==> config.mk <==
export PLATFORM = sky130hd
export DESIGN_NAME = cpu_status_core_control
export DESIGN_NICKNAME = d
export VERILOG_FILES = /design/src/rtl/cpu_status_core_control_pkg.sv /design/src/rtl/cpu_status_core_control.sv
export VERILOG_INCLUDE_DIRS = /design/src /design/src/rtl
export SDC_FILE = /design/constraint.sdc
export NUM_CORES = 1
export LEC_CHECK = 0
export ABC_AREA = 1
export BUFFER_PORTS_ARGS = -buffer_cell sky130_fd_sc_hd__buf_2
export CAP_MARGIN = 5
export CORE_ASPECT_RATIO = 1.75
export CORE_MARGIN = 4
export CORE_UTILIZATION = 46
export CTS_BUF_LIST = sky130_fd_sc_hd__clkbuf_16
export CTS_CLUSTER_SIZE = 30
export DETAILED_ROUTE_END_ITERATION = 16
export MAX_ROUTING_LAYER = met4
export PLACE_DENSITY = 0.85
export SLEW_MARGIN = 10
export SYNTH_ARGS = -nofsm -noshare
export SYNTH_HDL_FRONTEND = slang
export SYNTH_SLANG_ARGS = --single-unit
==> constraint.sdc <==
create_clock -name clk -period 2.3 [get_ports clk]
set_clock_uncertainty 0.05 [all_clocks]
set_input_delay 0.46 -clock clk [delete_from_list [all_inputs] [get_ports clk]]
set_output_delay 0.46 -clock clk [all_outputs]
set_load 0.05 [all_outputs]
==> src/rtl/cpu_status_core_control_map.svh <==
// register offsets, field positions and the control reset value of the status/control bank
// assumes inclusion by bare name from the design file and the bench
`ifndef CPU_STATUS_CORE_CONTROL_MAP_SVH
`define CPU_STATUS_CORE_CONTROL_MAP_SVH
`define STATUS_OFS 12'h000
`define CONTROL_OFS 12'h004
`define SIDE_OFS 12'h008
`define ST_ACCA_OVF 15
`define ST_ACCB_OVF 14
`define ST_ACCA_STICKY 13
`define ST_ACCB_STICKY 12
`define ST_EITHER_OVF 11
`define ST_EITHER_STICKY 10
`define ST_DO_ACTIVE 9
`define ST_HALF_CARRY 8
`define ST_PRIO_HI 7
`define ST_PRIO_LO 5
`define ST_REPEAT 4
`define ST_NEG 3
`define ST_WRAP 2
`define ST_ZERO 1
`define ST_CARRY 0
`define CC_UNSIGNED 12
`define CC_EARLY_EXIT 11
`define CC_DEPTH_HI 10
`define CC_DEPTH_LO 8
`define CC_CLIP_A 7
`define CC_CLIP_B 6
`define CC_CLIP_DW 5
`define CC_CLIP_WIDTH 4
`define CC_PRIO_MSB 3
`define CC_PROG_WIN 2
`define SD_NEST_DIS 0
`define CONTROL_RESET 16'h0020
`endif

==> src/rtl/cpu_status_core_control_pkg.sv <==
// types for the status/control bank
// does not include the map header; depends on no other file
package cpu_status_core_control_pkg;
  typedef struct packed {
    logic valid;
    logic byte_op;
    logic [15:0] result;
    logic carry_msb;
    logic carry_low;
    logic wrap;
    logic upd_zero;
  } alu_flags_t;
  typedef struct packed {
    logic ovf_a;
    logic ovf_b;
    logic sat_a;
    logic sat_b;
  } acc_events_t;
  typedef struct packed {
    logic unsigned_mul;
    logic clip_a;
    logic clip_b;
    logic clip_dw;
    logic clip_wide;
    logic prog_win;
    logic early_exit;
    logic [3:0] priority_level;
    logic user_irq_block;
  } dsp_cfg_t;
  typedef enum logic [1:0] {
    BUS_IDLE = 2'b01,
    BUS_DONE = 2'b10
  } bus_state_t;
endpackage

==> src/rtl/cpu_status_core_control.sv <==
// status word and core control word, APB slave, one clock
// assumes datapath inputs come from logic on clk; nothing is asynchronous
`timescale 1ns/10ps
`include "cpu_status_core_control_map.svh"

module cpu_status_core_control (
  input wire logic clk,
  input wire logic reset,
  input wire logic psel,
  input wire logic penable,
  input wire logic pwrite,
  input wire logic [11:0] paddr,
  input wire logic [31:0] pwdata,
  input wire logic [3:0] pstrb,
  output logic [31:0] prdata,
  output logic pready,
  output logic pslverr,
  input wire cpu_status_core_control_pkg::alu_flags_t alu_flags,
  input wire cpu_status_core_control_pkg::acc_events_t acc_events,
  input wire logic do_loop_active,
  input wire logic repeat_loop_busy,
  input wire logic [2:0] do_nest_depth,
  input wire logic do_early_exit_taken,
  output cpu_status_core_control_pkg::dsp_cfg_t dsp_cfg
);

  typedef struct packed {
    cpu_status_core_control_pkg::bus_state_t bus;
    logic [31:0] rdata;
    logic slverr;
    logic acc_a_overflow;
    logic acc_b_overflow;
    logic acc_a_sticky_clip;
    logic acc_b_sticky_clip;
    logic half_carry_flag;
    logic [2:0] cpu_priority_level;
    logic neg_flag;
    logic signed_wrap_flag;
    logic zero_flag;
    logic carry_flag;
    logic [15:0] core_control_reg;
    logic nesting_disable;
  } state_t;

  state_t s_r;
  state_t s_nxt;

  function automatic logic known_addr(input logic [11:0] a);
    known_addr = (a == `STATUS_OFS) || (a == `CONTROL_OFS) || (a == `SIDE_OFS);
  endfunction

  logic [15:0] cpu_status_reg;
  logic [15:0] control_view;
  logic access;
  logic commit;
  logic wr_lo;
  logic wr_hi;

  always_comb begin
    cpu_status_reg = 16'h0000;
    cpu_status_reg[`ST_ACCA_OVF] = s_r.acc_a_overflow;
    cpu_status_reg[`ST_ACCB_OVF] = s_r.acc_b_overflow;
    cpu_status_reg[`ST_ACCA_STICKY] = s_r.acc_a_sticky_clip;
    cpu_status_reg[`ST_ACCB_STICKY] = s_r.acc_b_sticky_clip;
    cpu_status_reg[`ST_EITHER_OVF] = s_r.acc_a_overflow | s_r.acc_b_overflow;
    cpu_status_reg[`ST_EITHER_STICKY] = s_r.acc_a_sticky_clip | s_r.acc_b_sticky_clip;
    cpu_status_reg[`ST_DO_ACTIVE] = do_loop_active;
    cpu_status_reg[`ST_HALF_CARRY] = s_r.half_carry_flag;
    cpu_status_reg[`ST_PRIO_HI:`ST_PRIO_LO] = s_r.cpu_priority_level;
    cpu_status_reg[`ST_REPEAT] = repeat_loop_busy;
    cpu_status_reg[`ST_NEG] = s_r.neg_flag;
    cpu_status_reg[`ST_WRAP] = s_r.signed_wrap_flag;
    cpu_status_reg[`ST_ZERO] = s_r.zero_flag;
    cpu_status_reg[`ST_CARRY] = s_r.carry_flag;
    control_view = s_r.core_control_reg;
    control_view[`CC_EARLY_EXIT] = 1'b0;
    control_view[`CC_DEPTH_HI:`CC_DEPTH_LO] = do_nest_depth;
  end

  always_comb begin
    s_nxt = s_r;
    access = psel && penable && (s_r.bus == cpu_status_core_control_pkg::BUS_IDLE);
    // writes land on the pready edge, so a master that drops the
    // request early never half-commits a value
    commit = psel && penable && pwrite && (s_r.bus == cpu_status_core_control_pkg::BUS_DONE);
    wr_lo = commit && pstrb[0];
    wr_hi = commit && pstrb[1];
    s_nxt.bus = access ? cpu_status_core_control_pkg::BUS_DONE : cpu_status_core_control_pkg::BUS_IDLE;
    if (access) begin
      s_nxt.slverr = !known_addr(paddr);
      s_nxt.rdata = 32'h0000_0000;
      if (!pwrite) begin
        case (paddr)
          `STATUS_OFS: s_nxt.rdata = {16'h0000, cpu_status_reg};
          `CONTROL_OFS: s_nxt.rdata = {16'h0000, control_view};
          `SIDE_OFS: s_nxt.rdata = {31'h0000_0000, s_r.nesting_disable};
          default: s_nxt.rdata = 32'h0000_0000;
        endcase
      end
    end
    if (paddr == `STATUS_OFS) begin
      if (wr_hi) begin
        // sticky bits: written zero clears, written one ignored
        if (!pwdata[`ST_ACCA_STICKY]) s_nxt.acc_a_sticky_clip = 1'b0;
        if (!pwdata[`ST_ACCB_STICKY]) s_nxt.acc_b_sticky_clip = 1'b0;
        if (!pwdata[`ST_EITHER_STICKY]) begin
          s_nxt.acc_a_sticky_clip = 1'b0;
          s_nxt.acc_b_sticky_clip = 1'b0;
        end
        s_nxt.half_carry_flag = pwdata[`ST_HALF_CARRY];
      end
      if (wr_lo) begin
        if (!s_r.nesting_disable) s_nxt.cpu_priority_level = pwdata[`ST_PRIO_HI:`ST_PRIO_LO];
        s_nxt.neg_flag = pwdata[`ST_NEG];
        s_nxt.signed_wrap_flag = pwdata[`ST_WRAP];
        s_nxt.zero_flag = pwdata[`ST_ZERO];
        s_nxt.carry_flag = pwdata[`ST_CARRY];
      end
    end
    if (paddr == `CONTROL_OFS) begin
      if (wr_hi) begin
        s_nxt.core_control_reg[`CC_UNSIGNED] = pwdata[`CC_UNSIGNED];
        if (pwdata[`CC_EARLY_EXIT]) s_nxt.core_control_reg[`CC_EARLY_EXIT] = 1'b1;
      end
      if (wr_lo) begin
        s_nxt.core_control_reg[`CC_CLIP_A] = pwdata[`CC_CLIP_A];
        s_nxt.core_control_reg[`CC_CLIP_B] = pwdata[`CC_CLIP_B];
        s_nxt.core_control_reg[`CC_CLIP_DW] = pwdata[`CC_CLIP_DW];
        s_nxt.core_control_reg[`CC_CLIP_WIDTH] = pwdata[`CC_CLIP_WIDTH];
        // priority msb can only be cleared by software
        if (!pwdata[`CC_PRIO_MSB]) s_nxt.core_control_reg[`CC_PRIO_MSB] = 1'b0;
        s_nxt.core_control_reg[`CC_PROG_WIN] = pwdata[`CC_PROG_WIN];
      end
    end
    if ((paddr == `SIDE_OFS) && wr_lo) s_nxt.nesting_disable = pwdata[`SD_NEST_DIS];
    // exit request holds until the loop controller takes it or do_loop_active drops
    if (do_early_exit_taken || !do_loop_active) s_nxt.core_control_reg[`CC_EARLY_EXIT] = 1'b0;
    // datapath events last so a set beats a same-cycle clear
    s_nxt.acc_a_overflow = acc_events.ovf_a;
    s_nxt.acc_b_overflow = acc_events.ovf_b;
    if (acc_events.sat_a) s_nxt.acc_a_sticky_clip = 1'b1;
    if (acc_events.sat_b) s_nxt.acc_b_sticky_clip = 1'b1;
    if (alu_flags.valid) begin
      s_nxt.neg_flag = alu_flags.byte_op ? alu_flags.result[7] : alu_flags.result[15];
      s_nxt.signed_wrap_flag = alu_flags.wrap;
      s_nxt.carry_flag = alu_flags.carry_msb;
      s_nxt.half_carry_flag = alu_flags.carry_low;
      if (alu_flags.upd_zero) begin
        if (alu_flags.byte_op ? (alu_flags.result[7:0] != 8'h00) : (alu_flags.result != 16'h0000)) begin
          s_nxt.zero_flag = 1'b0;
        end else begin
          s_nxt.zero_flag = 1'b1;
        end
      end
    end
    s_nxt.core_control_reg[15:13] = 3'h0;
    s_nxt.core_control_reg[`CC_DEPTH_HI:`CC_DEPTH_LO] = 3'h0;
    s_nxt.core_control_reg[1:0] = 2'h0;
  end

  always_ff @(posedge clk) begin
    if (reset) begin
      s_r <= '0;
      s_r.bus <= cpu_status_core_control_pkg::BUS_IDLE;
      s_r.core_control_reg <= `CONTROL_RESET;
    end else begin
      s_r <= s_nxt;
    end
  end

  assign pready = (s_r.bus == cpu_status_core_control_pkg::BUS_DONE);
  assign pslverr = pready && s_r.slverr;
  assign prdata = s_r.rdata;

  always_comb begin
    dsp_cfg.unsigned_mul = s_r.core_control_reg[`CC_UNSIGNED];
    dsp_cfg.clip_a = s_r.core_control_reg[`CC_CLIP_A];
    dsp_cfg.clip_b = s_r.core_control_reg[`CC_CLIP_B];
    dsp_cfg.clip_dw = s_r.core_control_reg[`CC_CLIP_DW];
    dsp_cfg.clip_wide = s_r.core_control_reg[`CC_CLIP_WIDTH];
    dsp_cfg.prog_win = s_r.core_control_reg[`CC_PROG_WIN];
    dsp_cfg.early_exit = s_r.core_control_reg[`CC_EARLY_EXIT];
    dsp_cfg.priority_level = {s_r.core_control_reg[`CC_PRIO_MSB], s_r.cpu_priority_level};
    dsp_cfg.user_irq_block = s_r.core_control_reg[`CC_PRIO_MSB] || (s_r.cpu_priority_level == 3'h7);
  end

  sticky_hold_a: assert property (@(posedge clk) disable iff (reset)
    acc_events.sat_a |=> s_r.acc_a_sticky_clip)
    else $error("sticky clip A not set after saturation");
  sticky_noset_a: assert property (@(posedge clk) disable iff (reset)
    (!acc_events.sat_a && !s_r.acc_a_sticky_clip) |=> !s_r.acc_a_sticky_clip)
    else $error("sticky clip A set without saturation");
  combined_clear_a: assert property (@(posedge clk) disable iff (reset)
    (wr_hi && paddr == `STATUS_OFS && !pwdata[`ST_EITHER_STICKY] && !acc_events.sat_a && !acc_events.sat_b)
    |=> !cpu_status_reg[`ST_EITHER_STICKY])
    else $error("combined sticky clear did not clear both");
  prio_lock_a: assert property (@(posedge clk) disable iff (reset)
    s_r.nesting_disable |=> $stable(s_r.cpu_priority_level) || !$past(s_r.nesting_disable))
    else $error("priority changed while nesting disabled");
  irq_block_a: assert property (@(posedge clk) disable iff (reset)
    dsp_cfg.priority_level[3] |-> dsp_cfg.user_irq_block)
    else $error("user interrupts not blocked at high priority");
  zero_sticky_a: assert property (@(posedge clk) disable iff (reset)
    (s_r.zero_flag && !(alu_flags.valid && alu_flags.upd_zero) && !(wr_lo && paddr == `STATUS_OFS))
    |=> s_r.zero_flag)
    else $error("zero flag dropped without a result");
  carry_track_a: assert property (@(posedge clk) disable iff (reset)
    alu_flags.valid |=> s_r.carry_flag == $past(alu_flags.carry_msb))
    else $error("carry flag wrong");
  wrap_track_a: assert property (@(posedge clk) disable iff (reset)
    alu_flags.valid |=> s_r.signed_wrap_flag == $past(alu_flags.wrap))
    else $error("wrap flag wrong");
  apb_answer_a: assert property (@(posedge clk) disable iff (reset)
    (psel && penable && !pready) |=> pready)
    else $error("apb answer late");
  reset_dw_a: assert property (@(posedge clk) $past(reset) |-> s_r.core_control_reg == `CONTROL_RESET)
    else $error("control reset value wrong");
  cover_sat: cover property (@(posedge clk) disable iff (reset) acc_events.sat_a ##1 wr_hi);
  cover_block: cover property (@(posedge clk) disable iff (reset) dsp_cfg.user_irq_block);
  cover_exit: cover property (@(posedge clk) disable iff (reset) dsp_cfg.early_exit ##1 do_early_exit_taken);
  cover_lock: cover property (@(posedge clk) disable iff (reset) s_r.nesting_disable && wr_lo);
  cover_zero: cover property (@(posedge clk) disable iff (reset) s_r.zero_flag && alu_flags.valid);

  // bus side: one wait state, single-cycle answer
  pready_pulse_a: assert property (@(posedge clk) disable iff (reset)
    pready |=> !pready)
    else $error("pready held over two cycles");
  slverr_flag_a: assert property (@(posedge clk) disable iff (reset)
    (access && !known_addr(paddr)) |=> pslverr)
    else $error("unmapped access not flagged");
  rdata_hold_a: assert property (@(posedge clk) disable iff (reset)
    !access |=> $stable(prdata))
    else $error("read data moved without access");

  // live status and control word reads through the bus path
  do_read_a: assert property (@(posedge clk) disable iff (reset)
    (access && !pwrite && paddr == `STATUS_OFS)
    |=> prdata[`ST_DO_ACTIVE] == $past(do_loop_active))
    else $error("do loop bit wrong on read");
  repeat_read_a: assert property (@(posedge clk) disable iff (reset)
    (access && !pwrite && paddr == `STATUS_OFS)
    |=> prdata[`ST_REPEAT] == $past(repeat_loop_busy))
    else $error("repeat bit wrong on read");
  depth_read_a: assert property (@(posedge clk) disable iff (reset)
    (access && !pwrite && paddr == `CONTROL_OFS)
    |=> prdata[`CC_DEPTH_HI:`CC_DEPTH_LO] == $past(do_nest_depth))
    else $error("nest depth wrong on read");
  either_ovf_read_a: assert property (@(posedge clk) disable iff (reset)
    (access && !pwrite && paddr == `STATUS_OFS)
    |=> prdata[`ST_EITHER_OVF] == $past(s_r.acc_a_overflow || s_r.acc_b_overflow))
    else $error("combined overflow wrong on read");
  prio_read_a: assert property (@(posedge clk) disable iff (reset)
    (access && !pwrite && paddr == `STATUS_OFS)
    |=> prdata[`ST_PRIO_HI:`ST_PRIO_LO] == dsp_cfg.priority_level[2:0])
    else $error("priority low bits differ from config");

  // datapath events
  ovf_copy_a: assert property (@(posedge clk) disable iff (reset)
    1'b1 |=> s_r.acc_a_overflow == $past(acc_events.ovf_a))
    else $error("overflow A not tracked");
  ovf_copy_b_a: assert property (@(posedge clk) disable iff (reset)
    1'b1 |=> s_r.acc_b_overflow == $past(acc_events.ovf_b))
    else $error("overflow B not tracked");
  sticky_noset_b_a: assert property (@(posedge clk) disable iff (reset)
    (!acc_events.sat_b && !s_r.acc_b_sticky_clip) |=> !s_r.acc_b_sticky_clip)
    else $error("sticky clip B set without saturation");
  neg_track_a: assert property (@(posedge clk) disable iff (reset)
    alu_flags.valid
    |=> s_r.neg_flag == $past(alu_flags.byte_op ? alu_flags.result[7] : alu_flags.result[15]))
    else $error("negative flag wrong");
  half_carry_a: assert property (@(posedge clk) disable iff (reset)
    alu_flags.valid |=> s_r.half_carry_flag == $past(alu_flags.carry_low))
    else $error("half carry wrong");
  zero_set_a: assert property (@(posedge clk) disable iff (reset)
    (alu_flags.valid && alu_flags.upd_zero && !alu_flags.byte_op && alu_flags.result == 16'h0000)
    |=> s_r.zero_flag)
    else $error("zero flag not set on zero result");
  zero_clear_a: assert property (@(posedge clk) disable iff (reset)
    (alu_flags.valid && alu_flags.upd_zero && !alu_flags.byte_op && alu_flags.result != 16'h0000)
    |=> !s_r.zero_flag)
    else $error("zero flag kept on non-zero result");

  // priority and control word
  level_seven_a: assert property (@(posedge clk) disable iff (reset)
    (s_r.cpu_priority_level == 3'h7) |-> dsp_cfg.user_irq_block)
    else $error("level seven does not block user interrupts");
  prio_write_a: assert property (@(posedge clk) disable iff (reset)
    (wr_lo && paddr == `STATUS_OFS && !s_r.nesting_disable)
    |=> s_r.cpu_priority_level == $past(pwdata[`ST_PRIO_HI:`ST_PRIO_LO]))
    else $error("priority write lost while unlocked");
  msb_clear_only_a: assert property (@(posedge clk) disable iff (reset)
    !s_r.core_control_reg[`CC_PRIO_MSB] |=> !s_r.core_control_reg[`CC_PRIO_MSB])
    else $error("priority msb set by software");
  unsigned_cfg_a: assert property (@(posedge clk) disable iff (reset)
    (wr_hi && paddr == `CONTROL_OFS) |=> dsp_cfg.unsigned_mul == $past(pwdata[`CC_UNSIGNED]))
    else $error("unsigned control not applied");
  clip_a_cfg_a: assert property (@(posedge clk) disable iff (reset)
    (wr_lo && paddr == `CONTROL_OFS) |=> dsp_cfg.clip_a == $past(pwdata[`CC_CLIP_A]))
    else $error("clip A enable not applied");
  clip_b_cfg_a: assert property (@(posedge clk) disable iff (reset)
    (wr_lo && paddr == `CONTROL_OFS) |=> dsp_cfg.clip_b == $past(pwdata[`CC_CLIP_B]))
    else $error("clip B enable not applied");
  clip_width_a: assert property (@(posedge clk) disable iff (reset)
    (wr_lo && paddr == `CONTROL_OFS) |=> dsp_cfg.clip_wide == $past(pwdata[`CC_CLIP_WIDTH]))
    else $error("clip width select not applied");
  prog_window_a: assert property (@(posedge clk) disable iff (reset)
    (wr_lo && paddr == `CONTROL_OFS) |=> dsp_cfg.prog_win == $past(pwdata[`CC_PROG_WIN]))
    else $error("program window not applied");

  // early exit request lives only while a loop runs
  early_set_a: assert property (@(posedge clk) disable iff (reset)
    (wr_hi && paddr == `CONTROL_OFS && pwdata[`CC_EARLY_EXIT] && do_loop_active && !do_early_exit_taken)
    |=> dsp_cfg.early_exit)
    else $error("early exit request not raised");
  early_clear_a: assert property (@(posedge clk) disable iff (reset)
    do_early_exit_taken |=> !dsp_cfg.early_exit)
    else $error("early exit request not dropped");

endmodule // cpu_status_core_control

==> qor.yml, run 1 <==
setup_slack_ns: 0.677
whs_ns: 0.336
status: "completed"
synth_warnings: 0
synth_edf_count: 0
power_density_nw_per_um2: 598
intPower_mw: 1.14
dp_slack_ns: 0.371
ys_seq_elements: 39
postCtsSetupBuffers: 0
async_flop_share_pct: 0
gr-total-overflow: 0
clk_latency_ns: 0.27
dp_hpwl_um: 4300
power.switching_mw: 0.376
vias: 2093
layout_min_cycle_time_ns: 1.62
rrSetupSlack_ns: 0.80
dp_cells: 432
core_um2: 4440
rows: 32
maxSlewViolCount: 0
start_util_pct: 48.1
crit_path_start: "dsp_cfg[3]"
port_buffers: 92
synth_ff_type: "dfxtp_1"
antenna_found_initial: 0
min-delay-path-class: "primary input to register"
rsz0062_at_grt: "no"
clkPwrFrac_pct: 41.8
hold_viol_final: 0
nFillCells: 468
startpoint_type: "register"
synthDistinctLibCells: 25
htree_levels: 2
area_growth_pct: 18.4
p_leak_nw: 1.45
cp-endpoint: "dsp_cfg[0]"
r2r-end: "cpu_status_reg[3]"
first_iter_violations: 75
design_area_um2: 2530
synthCells: 317
ys_seq_area_share_pct: 36.5
cap_violations: 0
cts-root-buf: "clkbuf_16"
finalSetupViolations: 0
grt_max_degree: 13
max_freq_mhz: 616
avgSynthCellArea_um2: 6.75
floorplan.die_area_um2: 5850
combPwrFrac_pct: 12.4
holdBufCountCts: 0
placed_area_um2: 2400
n_antenna_cell: 0
io-pin-count: 131
p_seq_share_pct: 45.8
final_cell_count_no_fill: 439
clkTransAtPathRegs_ns: 0.06
cts_made_buffers: 5
finalSetupTns_ns: 0
crit_required_ns: 1.79
critPathMaxFanout: 3
final_antenna_net_count: 0
timing.rr.start: "s_r[62]"
cp.arrival_ns: 1.11
dr.pass1.iters: 4
cts-resized-gates: 0
cts_tree: "built"
clockBufferDepth: 2
grt_usage_pct: 18.8
switching_share_pct: 24.8
drive_gt1_share_pct: 29.9
grt_pass1_vias: 1989
cp-end-kind: "primary output"
post_drt_wl_per_cell_um: 12.0
syn_area_um2: 2140
grt_pass1_wl_um: 8360
worstSetupPathType: "register to primary output"
nets: 473
largest_reg_flops: 16
reg2regPathDepth: 8
peakVddDrop_mv: 0.604
place.gp.congestion: 0.777
die_h_um: 98.2
clock-sinks: 39
routed_via_density: 4.77
period_share_pct: 70.6
fp.dieW_um: 59.6
drt-total-wl_um: 5280
drc: 0
==> routing by layer <==
| metal | up-vias | track usage [%] | wire length [um] |
|---|---|---|---|
| met5 | - | - | 0 |
| met1 | 932 | 17.8 | 1960 |
| met4 | 0 | 7.51 | 82 |
| li1 | 1062 | - | - |
| met2 | 93 | 35.6 | 2850 |
| met3 | 6 | 2.78 | 381 |
==> metrics by stage <==
step / total power [mW] / utilization [%]
after CTS: 1.53 / 57.0
after detailed placement: 0.897 / 54.0
after global routing: 1.57 / 57.0
after floorplan: 0.843 / -
final: 1.52 / 57.0
after global placement: 0.892 / 54.0
==> layout make-up <==
type | instances | area, um2 | area share [%]
repair buffers | 95 | 483 | 19.1
inverters | 30 | 113 | 4.44
multi-input cells | 217 | 960 | 37.9
flip-flops and latches | 39 | 781 | 30.8
clock inverters | 2 | 8.76 | 0.346
clock buffers | 5 | 125 | 4.94
well taps | 51 | 63.8 | 2.52
==> worst max-delay path, cell delays in order, from the launching register on <==
cell,delay [ns]
dfxtp_1,0.32
inv_1,0.07
nor3_1,0.17
buf_2,0.28
==> cells by family after synthesis <==
group,Yosys count,share of synthesized area (%)
and+or+nand+nor,171,34.2
buffers and inverters,77,21.5
DFF,39,36.5
AOI/OAI and AO/OA,29,7.66
other,1,0.175
==> cell usage after synthesis, types with 2 or more instances <==
cell,count,share of area [%]
o21ai_0,13,3.0
o211ai_1,2,0.70
a22o_2,2,0.94
dfxtp_1,39,36
nand2_4,2,1.1
inv_1,29,5.1
nor3_1,5,1.2
nand2_1,96,17
clkbuf_1,2,0.35
nor2_4,4,2.1
nand4_1,3,0.88
o22ai_1,2,0.58
nor2_1,48,8.4
buf_4,43,15
nor2_2,4,1.2
a21oi_1,9,2.1
nand3_1,6,1.4
==> how the worst min path moves through the flow <==
stage | to | depth (start not counted) | start | slack [ns]
final | cpu_status_reg[15] | 3 | acc_events[3] | 0.34
after global routing | cpu_status_reg[14] | 3 | acc_events[2] | 0.34
after CTS | cpu_status_reg[14] | 3 | acc_events[2] | 0.34
after detailed placement | prdata[15] | 2 | cpu_status_reg[15] | 0.38
after global placement | prdata[14] | 2 | cpu_status_reg[14] | 0.37
after floorplan | prdata[15] | 2 | cpu_status_reg[15] | 0.36
==> placed cells by master (no fill, tap or decap), types with 2 or more instances in the layout <==
master / netlist / layout
nand2_1: 96 / 96
buf_2: 1 / 92
nor2_1: 48 / 48
dfxtp_1: 39 / 39
inv_1: 29 / 29
conb_1: 1 / 17
o21ai_0: 13 / 13
a21oi_1: 9 / 9
nand3_1: 6 / 6
nor3_1: 5 / 5
clkbuf_16: 0 / 5
nor2_4: 4 / 4
nor2_2: 4 / 4
nand4_1: 3 / 3
buf_4: 43 / 3
nand2_4: 2 / 2
o211ai_1: 2 / 2
a22o_2: 2 / 2
o22ai_1: 2 / 2
==> power by group through the flow <==
stage / Sequential, mW / Clock, mW / Combinational, mW
after detailed placement: 0.709 / 0 / 0.188
after floorplan: 0.707 / 0 / 0.136
after global routing: 0.695 / 0.667 / 0.208
after CTS: 0.694 / 0.649 / 0.189
after global placement: 0.708 / 0 / 0.185
final: 0.694 / 0.633 / 0.188
(Power assumes the default switching activity.)
==> inputs of run 2 (changes only) <==
Settings changed: ABC_AREA 1 to 0, CORE_UTILIZATION 46 to 38, PLACE_DENSITY 0.85 to 0.76.
Clock period 2.3 ns to 1.3 ns, I/O delays scaled along.
==> qor.yml, run 2 <==
holdBufCountCts: 0  # unchanged
cts_tree: "built"
status: "complete, but fails checks"
setup_slack_ns: -0.221  # -0.897 ns
cp-end-kind: "register"
cpPeakStageDelay_ns: 0.36  # +0.04 ns
min-delay-path-class: "primary input to register"
violations: "setup timing"
n_antenna_cell: 0  # unchanged
dr.pass1.iters: 4  # unchanged
cp.arrival_ns: 1.68  # +0.57 ns
layout_min_cycle_time_ns: 1.52
hold_viol_final: 0  # unchanged
clockBufferDepth: 2  # unchanged
critPathTopFamily: "compound AO/OA/AOI/OAI gates"
first_iter_violations: 55  # -27%
crit_required_ns: 1.46  # -0.33 ns
maxSlewViolCount: 0  # unchanged
grt_usage_pct: 18.2  # -0.56 points
gr-total-overflow: 0  # unchanged
fp.dieW_um: 63.5  # +6.6%
final_cell_mix: "buf_2, dfxtp_1, buf_4, conb_1, nand2_1"
vias: 2065  # -1.3%
antenna_found_initial: 0  # unchanged
startpoint_type: "register"
final_antenna_net_count: 0  # unchanged
avgSynthCellArea_um2: 8.63  # +28%
timing.rr.start: "s_r[63]"
reg2regPathDepth: 5  # -3
peakVddDrop_mv: 0.626  # +3.7%
critPathMaxFanout: 8  # +5
cp_num_cells: 5  # +2
port_buffers: 92  # unchanged
whs_ns: 0.0877  # -0.248 ns
ys_seq_area_share_pct: 38.2  # +1.7 points
cp_cell_sequence: "nand4b_1, or2_1, a2111o_1, buf_6, o21ai_2"
synthCells: 237  # -25%
p_leak_nw: 1.37  # -5.2%
power_density_nw_per_um2: 1040  # +73%
routed_via_density: 5.29  # +11%
async_flop_share_pct: 0  # unchanged
max_freq_mhz: 658
finalSetupViolations: 36  # +36
drt-total-wl_um: 6070  # +15%
synth_area_leaders: "dfxtp_1, buf_4, o21ai_0, a21oi_1, a22oi_1"
drive_gt1_share_pct: 57.0  # +27 points
seqCellArea_um2: 792  # +1.4%
die_h_um: 105  # +7.0%
worstHoldPathCells: 2  # -1
clkTransAtPathRegs_ns: 0.06  # about the same
start_util_pct: 38.9  # -9.2 points
multi_input_area_um2: 1140  # +19%
cts_made_buffers: 5  # unchanged
ys_seq_elements: 39  # unchanged
worstSetupPathType: "register to register"
htree_levels: 2  # unchanged
core_um2: 5260  # +18%
fin_util_pct: 58.3  # +1.3 points
grt_pass1_vias: 2121  # +6.6%
post_drt_wl_per_cell_um: 15.6  # +30%
final_common_cell: "buf_2"
rsz0062_at_grt: "yes"
drc: 0  # unchanged
nFillCells: 474  # +1.3%
io-pin-count: 131  # unchanged
crit_path_start: "s_r[63]"
synth_edf_count: 0  # unchanged
post-synth-top-area-cell: "dfxtp_1"
critPathBufInv: 1  # -1
grt_pass1_wl_um: 9380  # +12%
dp_hpwl_um: 4400  # +2.3%
nets: 419  # -11%
synthDistinctLibCells: 39  # +56%
cap_violations: 0  # unchanged
ys_top_cells_by_count: "buf_4, dfxtp_1, o21ai_0"
syn_area_um2: 2050  # -4.4%
place.gp.congestion: 0.791  # +1.8%
synth.most_common_cell: "buf_4"
grt_max_degree: 23  # +10
netlist.area_leader.share_pct: 38.2  # +1.7 points
area_growth_pct: 49.8
floorplan.die_area_um2: 6670  # +14%
largest_reg_flops: 16  # unchanged
rows: 35  # +9.4%
clk_latency_ns: 0.28  # about the same
cts-root-buf: "clkbuf_16"
synth_warnings: 0  # unchanged
hp-start: "do_early_exit_taken"
synth_ff_type: "dfxtp_1"
clock-sinks: 39  # unchanged
period_share_pct: 117
crit_slowest_cell: "a2111o_1"
==> run 2: cell types whose count changed after synthesis, sizes merged, moves of 8 or more <==
cell and delta:
nand2 -84, nor2 -52, inv -23, o21ai +9, a22oi +8, clkbuf +8
==> run 2: power by group <==
part           leakage, nW  total (mW)  internal [mW]  switching [mW]
sequential           0.319        1.23           1.22          0.0139
combinational        0.955       0.381          0.142           0.239
clock               0.0952        1.56           1.09           0.470
total                 1.37        3.17           2.45           0.723
==> run 2: logic make-up after synthesis <==
family          synth area share, %
simple gates                   18.9
other cells                   0.183
compound gates                 21.2
buf+inv                        20.1
flops                          38.2
mux                            1.47
==> run 2: what timing repair did <==
item,4_1_cts,5_1_grt
endpoints found under the setup margin,35,37
setup buffers,6,5
resized for setup,72,22
gates cloned,1,0
pin swaps,51,13
==> run 2: layer usage <==
metal	track usage [%]	up-vias	routed length, um
met5	-	-	0
met1	16.4	960	1990
li1	-	985	-
met2	34.8	103	3460
met4	8.96	0	174
met3	3.98	17	448
==> run 2: final timing paths <==
kind           endpoint  slack (ns)
min reg2reg   prdata[4]        0.39
max reg2reg  prdata[12]       -0.22
min          dsp_cfg[5]        0.09
max          prdata[12]       -0.22
==> run 2: final cells by class <==
class / count / area share (%)
inverter: 7 / 0.857
clock buffer: 5 / 4.08
sequential: 39 / 25.8
multi-input combinational: 150 / 37.2
clock inverter: 3 / 2.08
tap: 55 / 2.25
timing repair buffer: 131 / 27.6
==> run 2: stage by stage <==
step	TNS (ns)	instances	instance area [um2]	worst slack, ns	power, mW
6_report	-5.41	390	3060	-0.221	3.17
5_1_grt	-7.66	390	3060	-0.270	3.27
4_1_cts	-5.66	385	2930	-0.302	3.18
3_5_place_dp	-14.03	370	2470	-0.545	1.61
3_3_place_gp	-13.05	370	2470	-0.464	1.60
2_1_floorplan	-4.52	253	2140	-0.263	1.49
==> run 2: worst reg2reg max path, delay by kind of cell (launching register included) <==
| kind | cells | cell delay [ns] |
|---|---|---|
| AOI/OAI and AO/OA | 2 | 0.47 |
| buffers and inverters | 1 | 0.18 |
| DFF | 1 | 0.32 |
| and+or+nand+nor | 2 | 0.43 |
==> inputs of run 3 (changes only) <==
--- a/constraint.sdc
+++ b/constraint.sdc
@@ -3,3 +3,3 @@
 set_input_delay 0.26 -clock clk [delete_from_list [all_inputs] [get_ports clk]]
 set_output_delay 0.26 -clock clk [all_outputs]
-set_load 0.05 [all_outputs]
+set_load 0.01 [all_outputs]
==> qor.yml, run 3 (synthesized netlist as in run 2, its figures left out) <==
clkPwrFrac_pct: 50.2  # +1.0 points
clock-sinks: 39  # unchanged
start_util_pct: 38.9  # unchanged
drive_gt1_share_pct: 53.9  # -3.1 points
dp_hpwl_um: 4450  # +1.2%
worstSetupPathType: "register to register"
power.switching_mw: 0.623  # -14%
gr-total-overflow: 0  # unchanged
port_buffers: 92  # unchanged
largest_reg_flops: 16  # unchanged
core_um2: 5260  # unchanged
p_seq_share_pct: 40.1  # +1.4 points
critPathMaxFanout: 5  # -3
grt_pass1_wl_um: 9230  # -1.6%
drt-total-wl_um: 6120  # +0.71%
die_h_um: 105  # unchanged
vias: 2061  # -0.19%
cap_violations: 0  # unchanged
dp_slack_ns: -0.474  # +0.0712 ns
intPower_mw: 2.46  # +0.26%
timing.rr.start: "s_r[63]"
p_leak_nw: 1.33  # -3.0%
htree_levels: 2  # unchanged
antenna_found_initial: 0  # unchanged
clockBufferDepth: 2  # unchanged
startpoint_type: "register"
area_growth_pct: 44.4
floorplan.die_area_um2: 6670  # unchanged
dr.pass1.iters: 4  # unchanged
hp-start: "do_early_exit_taken"
routed_via_density: 5.33  # +0.58%
first_iter_violations: 37  # -33%
cts-root-buf: "clkbuf_16"
grt_usage_pct: 17.9  # -0.31 points
violations: "setup timing"
combPwrFrac_pct: 9.8  # -2.2 points
cts_tree: "built"
fin_total_pwr_mw: 3.08  # -2.9%
post_drt_wl_per_cell_um: 15.8  # +1.5%
final_cell_count_no_fill: 387  # -0.77%
hold_viol_final: 0  # unchanged
grt_pass1_vias: 2028  # -4.4%
finalSetupViolations: 36  # unchanged
clkTransAtPathRegs_ns: 0.06  # about the same
fp.dieW_um: 63.5  # unchanged
grt_max_degree: 23  # unchanged
r2r-end: "prdata[10]"
drc: 0  # unchanged
crit_required_ns: 1.44  # -0.02 ns
hold_end: "dsp_cfg[5]"
holdBufCountCts: 0  # unchanged
n_antenna_cell: 0  # unchanged
clk_latency_ns: 0.27  # about the same
peakVddDrop_mv: 0.670  # +7.0%
final_common_cell: "buf_2"
power_density_nw_per_um2: 1040  # +0.67%
max_freq_mhz: 630  # -4.2%
nets: 416  # -0.72%
rrSetupSlack_ns: -0.29  # -0.07 ns
period_share_pct: 122  # +5.1 points
reg2regPathDepth: 4  # -1
layout_min_cycle_time_ns: 1.59  # +0.0665 ns
place.gp.congestion: 0.800  # +1.1%
whs_ns: 0.0983  # +0.0107 ns
io-pin-count: 131  # unchanged
dp_cells: 373  # +0.81%
maxSlewViolCount: 0  # unchanged
cp-end-kind: "register"
worstHoldPathCells: 2  # unchanged
min-delay-path-class: "primary input to register"
rsz0062_at_grt: "yes"
switching_share_pct: 20.2  # -2.6 points
rows: 35  # unchanged
cp.arrival_ns: 1.73  # +0.05 ns
final_cell_mix: "buf_2, dfxtp_1, buf_4, conb_1, buf_6"
setup_slack_ns: -0.287  # -0.0665 ns
final_antenna_net_count: 0  # unchanged
status: "complete, but fails checks"
cts_made_buffers: 5  # unchanged
[run 3: changes by cell type in the layout (fill, tap and decap cells not counted), moves of 3 or more]
| cell | before | now |
|---|---|---|
| buf_4 | 29 | 23 |
| o21ai_1 | 5 | 10 |
| buf_6 | 11 | 15 |
| buf_2 | 86 | 89 |
| o31ai_4 | 3 | 0 |
| o21ai_2 | 14 | 7 |
| o31ai_2 | 2 | 5 |
| buf_8 | 5 | 0 |
[run 3: critical path: stages, from the launching register on]
cell and delay, ns:
dfxtp_2 0.32, nand4b_1 0.20, or2_4 0.28, a2111o_1 0.42, o31ai_2 0.24
[run 3: layout make-up]
type	count	area, um2
Clock inverter	3	63.8
Sequential cell	39	787
Timing Repair Buffer	127	787
Clock buffer	5	125
Tap cell	55	68.8
Multi-Input combinational cell	151	1100
Inverter	7	26.3
Fill cell	490	2300
[run 3: worst max path at each step]
stage            endpoint  cells past startpoint      start  slack, ns
6_report       prdata[10]                      4    s_r[63]      -0.29
5_1_grt        prdata[10]                      4    s_r[63]      -0.34
4_1_cts        prdata[10]                      4    s_r[63]      -0.26
3_5_place_dp   prdata[10]                      5   paddr[4]      -0.47
3_3_place_gp   prdata[10]                      5  paddr[10]      -0.43
2_1_floorplan  prdata[10]                      4  paddr[10]      -0.26
[run 3: power groups by stage]
stage | Clock [mW] | Combinational (mW) | Sequential (mW)
after floorplan | 0 | 0.146 | 1.25
after global placement | 0 | 0.259 | 1.26
after detailed placement | 0 | 0.264 | 1.26
after CTS | 1.57 | 0.283 | 1.23
after global routing | 1.62 | 0.327 | 1.24
final | 1.55 | 0.301 | 1.23
[run 3: repair_timing]
action | in CTS | in global routing
pin swaps | 31 | 7
cloned | 2 | 0
setup endpoints to repair | 33 | 37
resized for setup | 52 | 20
buffers inserted | 3 | 2
[run 3: metrics by stage]
stage	area [um2]	util, %	TNS, ns
2_1_floorplan	2130	-	-4.33
3_3_place_gp	2490	47.3	-11.77
3_5_place_dp	2490	47.3	-12.88
4_1_cts	2870	54.6	-4.05
5_1_grt	2950	56.2	-6.96
6_report	2950	56.2	-4.66
[run 3: layer usage]
layer	wire [um]	part of all wire, %	global-route usage, %	up-vias
li1	-	-	-	986
met1	2110	34	17.2	967
met2	3480	57	34.0	94
met3	359	5.9	2.47	14
met4	163	2.7	8.66	0
met5	0	0	-	-
